`src/pkh_pkg.sv`:
```
package pkh_pkg;
  // ==========================================================
  // Geometry
  localparam int NUM_CH = 4;   // Channels 2 to 5 tracked here
  localparam int CODE_W = 16;  // Stored peak, one byte pair
  localparam int BYTE_W = 8;
  localparam int ADDR_W = 8;
  localparam logic [2:0] FIRST_CHAN_CODE = 3'h2;

  // ==========================================================
  // Register map, ascending byte pairs, lower byte even
  localparam logic [ADDR_W-1:0] PEAK_CHAN2_LOWER_ADDR = 8'h64;
  localparam logic [ADDR_W-1:0] PEAK_CHAN2_UPPER_ADDR = 8'h65;
  localparam logic [ADDR_W-1:0] PEAK_CHAN3_LOWER_ADDR = 8'h66;
  localparam logic [ADDR_W-1:0] PEAK_CHAN3_UPPER_ADDR = 8'h67;
  localparam logic [ADDR_W-1:0] PEAK_CHAN4_LOWER_ADDR = 8'h68;
  localparam logic [ADDR_W-1:0] PEAK_CHAN4_UPPER_ADDR = 8'h69;
  localparam logic [ADDR_W-1:0] PEAK_CHAN5_LOWER_ADDR = 8'h6A;
  localparam logic [ADDR_W-1:0] PEAK_CHAN5_UPPER_ADDR = 8'h6B;
  localparam logic [ADDR_W-1:0] PEAK_BASE_ADDR = PEAK_CHAN2_LOWER_ADDR;
  localparam logic [ADDR_W-1:0] PEAK_LAST_ADDR = PEAK_CHAN5_UPPER_ADDR;

  // ==========================================================
  // Field layout and reset values
  localparam int LOW_BYTE_LSB  = 0;
  localparam int HIGH_BYTE_LSB = 8;
  localparam logic [CODE_W-1:0] PEAK_RESET = 16'h0000;
  localparam logic [BYTE_W-1:0] BYTE_ZERO  = 8'h00;
endpackage

```
`src/pkh_chan_if.sv`:
```
`timescale 1ns/100ps
// ==========================================================
// Carrier between the register front end and one tracker
interface pkh_chan_if #(
  parameter int CODE_W = 16
);
  logic              conv_valid;
  logic [CODE_W-1:0] conv_code;
  logic              clr_low;
  logic              clr_high;
  logic [CODE_W-1:0] peak;

  modport ctrl  (output conv_valid, conv_code, clr_low, clr_high,
                 input  peak);
  modport track (input  conv_valid, conv_code, clr_low, clr_high,
                 output peak);
endinterface // pkh_chan_if

```
`src/pkh_top.sv`:
```
`timescale 1ns/100ps
// Operation
// - Each of channels 2 to 5 keeps the largest code seen since its last read.
// - Reading a peak byte returns it and then clears it to zero.
// - After reset every peak byte is zero until a conversion updates it.
// - A peak sits in two bytes, lower at the even address, upper odd.
// - Pairs for channels 2 to 5 run contiguously in ascending channel order.
module pkh_top
  import pkh_pkg::*;
(
  input  wire logic                   ref_clk_in,
  input  wire logic                   rst_n_in,
  input  wire logic                   conv_valid_in,
  input  wire logic [2:0]             conv_chan_in,
  input  wire logic [pkh_pkg::CODE_W-1:0] conv_code_in,
  input  wire logic [pkh_pkg::ADDR_W-1:0] reg_addr_in,
  input  wire logic                   reg_rd_in,
  input  wire logic                   reg_wr_in,
  input  wire logic [pkh_pkg::BYTE_W-1:0] reg_wdata_in,
  output logic      [pkh_pkg::BYTE_W-1:0] reg_rdata_out,
  output logic                        reg_rvalid_out
);
  // ==========================================================
  // Address decode
  logic [ADDR_W-1:0] rd_off;
  logic              rd_hit;
  logic [1:0]        rd_idx;
  logic              rd_high;
  logic [CODE_W-1:0] peak_w [NUM_CH];
  logic [BYTE_W-1:0] rd_byte;
  logic [BYTE_W-1:0] rdata_reg;
  logic              rvalid_reg;

  // Pairs are contiguous, so channel and byte come from the offset bits
  assign rd_off  = reg_addr_in - PEAK_BASE_ADDR;
  assign rd_hit  = (reg_addr_in >= PEAK_BASE_ADDR) &&
                   (reg_addr_in <= PEAK_LAST_ADDR);
  assign rd_idx  = rd_off[2:1];
  assign rd_high = rd_off[0];

  // ==========================================================
  // Per-channel trackers
  pkh_chan_if #(.CODE_W(CODE_W)) u_if [NUM_CH] ();

  for (genvar i = 0; i < NUM_CH; i++) begin : g_ch
    localparam logic [2:0] CHAN_CODE = FIRST_CHAN_CODE + 3'(i);
    localparam logic [ADDR_W-1:0] LOW_ADDR =
      PEAK_BASE_ADDR + ADDR_W'(2 * i);
    localparam logic [ADDR_W-1:0] HIGH_ADDR = LOW_ADDR + 8'h01;
    logic seen_reg;

    // Only reads clear; the write strobe never reaches a tracker
    assign u_if[i].conv_valid = conv_valid_in &&
                                (conv_chan_in == CHAN_CODE);
    assign u_if[i].conv_code  = conv_code_in;
    assign u_if[i].clr_low    = reg_rd_in && rd_hit &&
                                (rd_idx == 2'(i)) && !rd_high;
    assign u_if[i].clr_high   = reg_rd_in && rd_hit &&
                                (rd_idx == 2'(i)) && rd_high;
    assign peak_w[i]          = u_if[i].peak;

    pkh_chan_track u_track (
      .ref_clk_in (ref_clk_in),
      .rst_n_in   (rst_n_in),
      .bus        (u_if[i].track)
    );

    // Helper: a conversion has touched this channel since reset
    always_ff @(posedge ref_clk_in or negedge rst_n_in) begin
      if (!rst_n_in) begin
        seen_reg <= 1'b0;
      end else if (u_if[i].conv_valid) begin
        seen_reg <= 1'b1;
      end
    end

  end

  // ==========================================================
  // Read data path
  always_comb begin
    rd_byte = BYTE_ZERO;  // Unmapped addresses read as zero
    if (rd_hit) begin
      if (rd_high) begin
        rd_byte = peak_w[rd_idx][HIGH_BYTE_LSB +: BYTE_W];
      end else begin
        rd_byte = peak_w[rd_idx][LOW_BYTE_LSB +: BYTE_W];
      end
    end
  end

  // Byte captured before the clear lands in the same edge
  always_ff @(posedge ref_clk_in or negedge rst_n_in) begin
    if (!rst_n_in) begin
      rdata_reg <= BYTE_ZERO;
    end else if (reg_rd_in) begin
      rdata_reg <= rd_byte;
    end
  end

  // One-cycle pulse marking the answer to a read
  always_ff @(posedge ref_clk_in or negedge rst_n_in) begin
    if (!rst_n_in) begin
      rvalid_reg <= 1'b0;
    end else begin
      rvalid_reg <= reg_rd_in;
    end
  end

  // Write data has no destination: all registers here are read-only
  logic unused_wr;
  assign unused_wr = reg_wr_in ^ (^reg_wdata_in);

  assign reg_rdata_out  = rdata_reg;
  assign reg_rvalid_out = rvalid_reg;
endmodule // pkh_top

```
`src/pkh_chan_track.sv`:
```
`timescale 1ns/100ps
// ==========================================================
// One channel peak tracker with per-byte clear on read
module pkh_chan_track
  import pkh_pkg::*;
(
  input  wire logic   ref_clk_in,
  input  wire logic   rst_n_in,
  pkh_chan_if.track   bus
);
  logic [CODE_W-1:0] peak_reg;
  logic [CODE_W-1:0] base;
  logic [CODE_W-1:0] peak_next;

  // Clear is applied first so a code arriving in the read cycle survives
  always_comb begin
    base = peak_reg;
    if (bus.clr_low) begin
      base[LOW_BYTE_LSB +: BYTE_W] = BYTE_ZERO;
    end
    if (bus.clr_high) begin
      base[HIGH_BYTE_LSB +: BYTE_W] = BYTE_ZERO;
    end
    if (bus.conv_valid && (bus.conv_code > base)) begin
      peak_next = bus.conv_code;
    end else begin
      peak_next = base;
    end
  end

  // Stored maximum, zero out of reset
  always_ff @(posedge ref_clk_in or negedge rst_n_in) begin
    if (!rst_n_in) begin
      peak_reg <= PEAK_RESET;
    end else begin
      peak_reg <= peak_next;
    end
  end

  assign bus.peak = peak_reg;
endmodule // pkh_chan_track

```
`config.mk`:
```
export PLATFORM = sky130hd
export DESIGN_NAME = pkh_top
export DESIGN_NICKNAME = d
export VERILOG_FILES = /design/src/pkh_pkg.sv /design/src/pkh_chan_if.sv /design/src/pkh_top.sv /design/src/pkh_chan_track.sv
export SDC_FILE = /design/constraint.sdc
export NUM_CORES = 1
export LEC_CHECK = 0
export ABC_AREA = 1
export BUFFER_PORTS_ARGS = -buffer_cell sky130_fd_sc_hd__clkbuf_2
export CAP_MARGIN = 0
export CORE_MARGIN = 1
export CORE_UTILIZATION = 35
export DETAILED_ROUTE_END_ITERATION = 10
export GPL_ROUTABILITY_DRIVEN = 1
export PLACE_DENSITY = 0.54
export SLEW_MARGIN = 20
export SYNTH_ARGS = -nofsm -noshare
export SYNTH_HDL_FRONTEND = slang
export SYNTH_SLANG_ARGS = --single-unit
```
`constraint.sdc`:
```
create_clock -name ref_clk_in -period 2.2 [get_ports ref_clk_in]
set_input_delay 0 -clock ref_clk_in [delete_from_list [all_inputs] [get_ports ref_clk_in]]
set_output_delay 0 -clock ref_clk_in [all_outputs]
set_load 0.05 [all_outputs]
```
# After elaboration in Yosys (flattened, before gate mapping)

Index checks and enable logic that the tools add are counted.

Flip-flop bits (word level): 73
Input port bits: 40
Output and inout port bits: 9

Add/sub/neg operators: 1
$lt $le $gt $ge: 7
Equality and inequality tests: 7
Muxes and demuxes: 17
Bitwise gates (word level): 1
Reduce and logical (&&, ||, !) cells: 24

Operators with widths:

| operator                                                          | count |
|---|---|
| two-way mux 16 bit                                                | 6 |
| two-way mux 8 bit                                                 | 10 |
| > comparator 16 bit                                               | 4 |
| binary-select mux 16 bit (select 2 bit)                           | 1 |
| logical AND 1 bit                                                 | 22 |
| greater-or-equal comparator 8 x 7 -> 1 bit, second input constant | 1 |
| <= comparator 8 x 7 -> 1 bit, second input constant               | 1 |
| equality test 3 x 2 -> 1 bit, second input constant               | 2 |
| equality test 3 bit, second input constant                        | 2 |
| equality test 2 bit, second input constant                        | 2 |
| greater-or-equal comparator 3 bit, second input constant          | 1 |
| NOT 2 -> 3 bit                                                    | 1 |
| subtractor 3 bit, second input constant                           | 1 |
| equality test 2 x 1 -> 1 bit, second input constant               | 1 |
| zero test 2 bit                                                   | 1 |
| zero test 1 bit                                                   | 1 |

# Logic depth before layout (Yosys ltp)

Word-level depth: 9
Mapped depth: 21
Mapped depth without buffers: 19

# Hierarchy

A second synthesis with hierarchy kept.

Cells, all modules: 927
Area, all modules: 6192.2 sq um

By module, submodules not included:

| module         | instances | cells an instance | area an instance (sq um) | sequential area each (sq um) |
|---|---|---|---|---|
| pkh_chan_track | 4         | 160               | 1207.4                   | 400.4 |
| pkh_top        | 1         | 287               | 1362.6                   | 225.2 |

# Worst setup path before layout

Ideal clock, no wire load.

Path type: input to register
Start: in reg_addr_in[2] (netlist name)
End: reg g_ch[0].u_track.peak_reg[10]
Arrival: 2242 ps
Path slack: -159 ps
Stages: 16
Path buffers: 2
Cell sequence: clkbuf_1 -> nand2_1 -> nand3_1 -> nor3_4 -> nand3_1 -> nand2_1 -> ha_1 -> nand2_1 -> nor2_1 -> nand2_1 -> nor2_1 -> nor2_1 -> nand2_1 -> clkbuf_1 -> nand2_1 -> nand2_1

Word-level cells in the longest chain between the ends: 9
Elaborated cells between the ends (all ways): 14

RTL lines:

| element                                                                                    | line                                       | source |
|---|---|---|
| start, declared                                                                            | pkh_top.sv:16                              | `input wire logic [pkh_pkg::ADDR_W-1:0] reg_addr_in,` |
| greater-or-equal comparator 8 x 7 -> 1 bit or <= comparator 8 x 7 -> 1 bit (tied branches) | pkh_top.sv:36, pkh_top.sv:37               |  |
| logical AND 1 bit                                                                          | pkh_top.sv:36                              | `assign rd_hit = (reg_addr_in >= PEAK_BASE_ADDR) &&` |
| logical AND 1 bit                                                                          | pkh_top.sv:56, pkh_top.sv:58               |  |
| logical AND 1 bit (*)                                                                      | pkh_top.sv:56, pkh_top.sv:58               |  |
| logical AND 1 bit (on tied branches)                                                       | pkh_top.sv:57, pkh_top.sv:59               |  |
| two-way mux 8 bit (on tied branches)                                                       | pkh_chan_track.sv:18, pkh_chan_track.sv:21 |  |
| > comparator 16 bit                                                                        | pkh_chan_track.sv:24                       | `if (bus.conv_valid && (bus.conv_code > base)) begin` |
| logical AND 1 bit                                                                          | pkh_chan_track.sv:24                       |  |
| two-way mux 16 bit (*)                                                                     | pkh_chan_track.sv:24                       |  |
| named net g_ch[0].u_track.peak_next[10]                                                    | pkh_chan_track.sv:13                       | `logic [CODE_W-1:0] peak_next;` |
| end signal, assigned                                                                       | pkh_chan_track.sv:36                       | `peak_reg <= peak_next;` |
| end, declared                                                                              | pkh_chan_track.sv:11                       | `logic [CODE_W-1:0] peak_reg;` |

The timed path passes the listed nets; every way through them passes the cells marked *.
A chain may end at the register's enable or synchronous reset.

# Worst setup path after layout

Start: in reg_addr_in[3] (netlist name)
End: reg g_ch[2].u_track.peak_reg[14]

Word-level cells in the longest chain between the ends: 9
Elaborated cells between the ends (all ways): 12

RTL lines:

| element                                                                                    | line |
|---|---|
| greater-or-equal comparator 8 x 7 -> 1 bit or <= comparator 8 x 7 -> 1 bit (tied branches) | pkh_top.sv:36, pkh_top.sv:37 |
| logical AND 1 bit (*)                                                                      | pkh_top.sv:36 |
| logical AND 1 bit (*) (2 in a row)                                                         | pkh_top.sv:56, pkh_top.sv:58 |
| logical AND 1 bit (on tied branches)                                                       | pkh_top.sv:57, pkh_top.sv:59 |
| two-way mux 8 bit (on tied branches)                                                       | pkh_chan_track.sv:18, pkh_chan_track.sv:21 |
| > comparator 16 bit                                                                        | pkh_chan_track.sv:24 |
| logical AND 1 bit                                                                          | pkh_chan_track.sv:24 |
| two-way mux 16 bit (*)                                                                     | pkh_chan_track.sv:24 |
| named net g_ch[2].u_track.peak_next[14]                                                    | pkh_chan_track.sv:13 |
| end signal, assigned                                                                       | pkh_chan_track.sv:36 |
| end, declared                                                                              | pkh_chan_track.sv:11 |

Marks and branches as above.

==> results.py <==
metrics = {
    "clock_tree": {
        "clock_latency_ns": 0.36,
        "ctsRootBufferMaster": "clkbuf_16",
        "cts_max_level": 3,
        "path_clk_slew_ns": 0.06,
        "clock_sinks": 73,
        "clockBufferDepth": 2,
        "cts_buffers": 9,
        "cts_tree": "yes",
    },
    "synthesis": {
        "synth-compound-area-share_pct": 7.579,
        "ys_top_cells_by_area": "dfrtp_1 34%, nand2_1 20%, ha_1 15%, nand3_1 7.5%, inv_1 7.1%",
        "synth-simple-area-share_pct": 35.24,
        "synth.largest_area_cell": "dfrtp_1",
        "syn_avg_cell_area_um2": 6.881,
        "yosysSeqAreaShare_pct": 33.73,
        "synthCells": 787,
        "synthXorXnorAreaFrac_pct": 0,
        "yosys-mux-area-fraction_pct": 0,
        "syn_area_mm2": 0.005415,
        "synth_fa_ha_area_share_pct": 14.79,
        "yosysUniqueCellTypes": 19,
        "synth_top_area_share_pct": 33.73,
        "synth_top_family_by_area": "simple AND/OR/NAND/NOR gates",
        "synth_warnings": 0,
        "syn_nets": 891,
        "yosys_register_bits": 73,
    },
    "setup_path": {
        "r2r_slack_ns": 0.34,
        "crit_chain": "clkbuf_2 -> buf_4 -> or2_2 -> nand4_2 -> nand2_1 -> ha_1 -> nand2_1 -> nor2_1 -> nand2_1 -> nand2_1 -> nand2_1 -> nand2_1 -> nand2_1 -> buf_12 -> nand2_1 -> nand2_1",
        "max_stage_delay_ns": 0.36,
        "timing.rr.start": "g_ch[0].u_track.bus.peak[15]",
        "crit_slowest_cell": "or2_2",
        "critical_path_class": "primary input to flop",
        "critPathLaunchType": "primary input",
        "worst_path_most_repeated_cell": "nand2_1",
        "crit_path_end_kind": "flop",
        "rr_worst_depth": 12,
        "cp.required_ns": 2.45,
        "r2r_end": "g_ch[0].u_track.bus.peak[10]",
        "crit_arrival_ns": 2.20,
        "crit_fanout": 13,
    },
    "route": {
        "route.met2.wl_um": 7494,
        "dr.pass1.iters": 5,
        "drt-met1-wl_um": 7975,
        "vias_per_cell": 4.848,
        "ant_nets": 0,
        "routed.top_layer": "met4",
        "via_count": 5197,
        "first_iter_violations": 270,
        "drt-wirelength-per-cell_um": 15.39,
        "route.detailed.drc": 0,
        "wl_met3_um": 757,
        "wirelength_um": 16490,
    },
    "final_layout": {
        "n_antenna_cell": 0,
        "largest_register_ffs": 64,
        "final_area_mm2": 0.006621,
        "drive_gt1_share_pct": 15.27,
        "finalNetCount": 983,
        "syn2layout_area_growth_pct": 22.27,
        "fillers": 1598,
    },
    "global_route": {
        "antenna_found_initial": 0,
        "grtUsageTotal_pct": 22.38,
        "grt_pass1_wl_um": 26970,
        "grt_max_degree": 44,
        "grt_overflow": 0,
        "grt_pass1_vias": 5005,
    },
    "timing": {
        "rsz0062_at_grt": "false",
        "setup_violations": 0,
        "slew_viol_final": 0,
        "fin_crit_ns": 1.950,
        "fin_tns_setup_ns": 0,
        "post-route-period-util_pct": 88.63,
        "fmax_ghz": 0.5128,
        "finalClockSkew_ns": 0.008135,
        "worst_pin_slew_ns": 0.5212,
        "hold_viol": 0,
        "relSlewSlack_pct": 65.22,
    },
    "die": {
        "rows": 45,
        "die_width_um": 126.4,
        "dieArea_mm2": 0.01597,
        "start_util_pct": 35.75,
        "core_area_mm2": 0.01515,
        "die_h_um": 126.4,
        "io_pins": 49,
    },
    "placed_design": {
        "io_buffer_count": 39,
        "place_area_mm2": 0.006269,
        "gp_congestion": 0.8105,
        "hpwl_um": 12490,
    },
    "min_path": {
        "min_to": "g_ch[0].u_track.bus.peak[12]",
        "hold_class": "primary input to flop",
        "min_from": "conv_code_in[12]",
        "whs_path_depth": 3,
    },
    "pwr": {
        "p_per_area_mw_per_mm2": 1137,
        "ir_drop_uv": 448.2,
        "p_leak_uw": 0.003867,
    },
    "run_status": {
        "status": "complete, no violations",
    },
    "run": {
        "max_cap_violations": 0,
    },
}
per-stage QoR:
step	utilization, %	power (uW)	setup WS, ns	instances	hold WS (ns)
2_1_floorplan	-	4723	-0.03167	787	-0.2956
5_1_grt	43.72	8351	0.009928	1072	0.03675
6_report	43.72	7531	0.2501	1072	0.02434
4_1_cts	43.60	7580	0.2134	1072	0.02670
3_5_place_dp	41.39	5927	-0.1406	1053	-0.02085
3_3_place_gp	41.39	5912	-0.07556	1053	-0.01999
final cells by class:
cell class              count  area, um^2  share of cell area (%)
clock buffers              13       240.2                   3.628
clock inverters             3       65.06                  0.9826
inverters                 105       394.1                   5.952
multi-input cells         590        3147                   47.52
flip-flops and latches     73        1827                   27.59
well taps                 188       235.2                   3.553
repair buffers            100       713.2                   10.77
worst max-delay path, delay by kind of cell:
| kind | cells | cell delay, ns |
|---|---|---|
| AND/OR/NAND/NOR | 12 | 1.52 |
| buffers and inverters | 3 | 0.38 |
| adder cells (fa/ha/maj) | 1 | 0.31 |
logic make-up (layout without fill, tap and decap cells):
kind of cell / count (synthesis) / count (layout)
AO/OA/AOI/OAI: 72 / 72
adder cells (fa/ha/maj): 64 / 64
buffers and inverters: 124 / 221
flip-flops: 73 / 73
AND/OR/NAND/NOR: 454 / 454
Yosys cell counts:
| cell type | n |
|---|---|
| o211ai_1 | 8 |
| clkinv_1 | 2 |
| nand4_1 | 4 |
| nand2_1 | 290 |
| dfrtp_1 | 73 |
| a21o_1 | 4 |
| o21ai_0 | 20 |
| ha_1 | 64 |
| nand4_2 | 4 |
| inv_1 | 103 |
| or2_2 | 17 |
| o22ai_1 | 16 |
| nor3_4 | 1 |
| nand3_1 | 81 |
| a21oi_1 | 24 |
| clkbuf_1 | 16 |
| buf_2 | 3 |
| nor2_1 | 56 |
| and2_1 | 1 |
report_power, final:
group          total, uW  leakage (uW)  switching [uW]  internal [uW]
registers           2300      0.000931             357           1940
logic               3630       0.00279            2110           1520
clock network       1610      0.000148             612            994
total               7530       0.00387            3080           4450
placed cells by master, fill, tap and decap left out:
| master | Yosys | routed |
|---|---|---|
| inv_1 | 103 | 103 |
| o22ai_1 | 16 | 16 |
| clkinv_2 | 0 | 1 |
| nor2_1 | 56 | 52 |
| buf_4 | 0 | 55 |
| clkbuf_16 | 0 | 9 |
| o211ai_1 | 8 | 8 |
| clkbuf_1 | 16 | 4 |
| nand4_4 | 0 | 2 |
| bufinv_16 | 0 | 2 |
| clkbuf_2 | 0 | 38 |
| clkinv_1 | 2 | 2 |
| nor2_2 | 0 | 4 |
| nand4_2 | 4 | 2 |
| buf_12 | 0 | 4 |
| o21ai_0 | 20 | 20 |
| nand2_1 | 290 | 290 |
| or2_2 | 17 | 17 |
| dfrtp_1 | 73 | 73 |
| dlygate4sd3_1 | 0 | 3 |
| nand4_1 | 4 | 4 |
| a21oi_1 | 24 | 24 |
| nand3_1 | 81 | 81 |
| ha_1 | 64 | 64 |
| a21o_1 | 4 | 4 |
| and2_1 | 1 | 1 |
| nor3_4 | 1 | 1 |
routing by layer:
metal | up-vias | track usage (%)
li1 | 2709 | -
met1 | 2362 | 30.05
met2 | 110 | 35.98
met3 | 16 | 5.399
met4 | 0 | 5.882
met5 | - | 0
worst max-delay path by stage:
stage | from | endpoint | slack (ns) | cells after the start
2_1_floorplan | reg_addr_in[2] | g_ch[0].u_track.bus.peak[10] | -0.03 | 16
3_3_place_gp | reg_rd_in | g_ch[0].u_track.bus.peak[3] | -0.08 | 16
3_5_place_dp | reg_rd_in | g_ch[3].u_track.bus.peak[14] | -0.14 | 17
4_1_cts | reg_rd_in | g_ch[3].u_track.bus.peak[4] | 0.21 | 17
5_1_grt | reg_addr_in[3] | g_ch[3].u_track.bus.peak[4] | 0.01 | 16
6_report | reg_addr_in[3] | g_ch[2].u_track.bus.peak[14] | 0.25 | 16
repair_timing:
| action | in CTS | in global routing |
|---|---|---|
| gates resized for setup | 0 | 2 |
| buffers inserted | 0 | 0 |
| hold buffers | 3 | 0 |
| setup endpoints to repair | 0 | 7 |
| endpoints found under the hold margin | 39 | 0 |
Power figures use the tool's default switching activity.
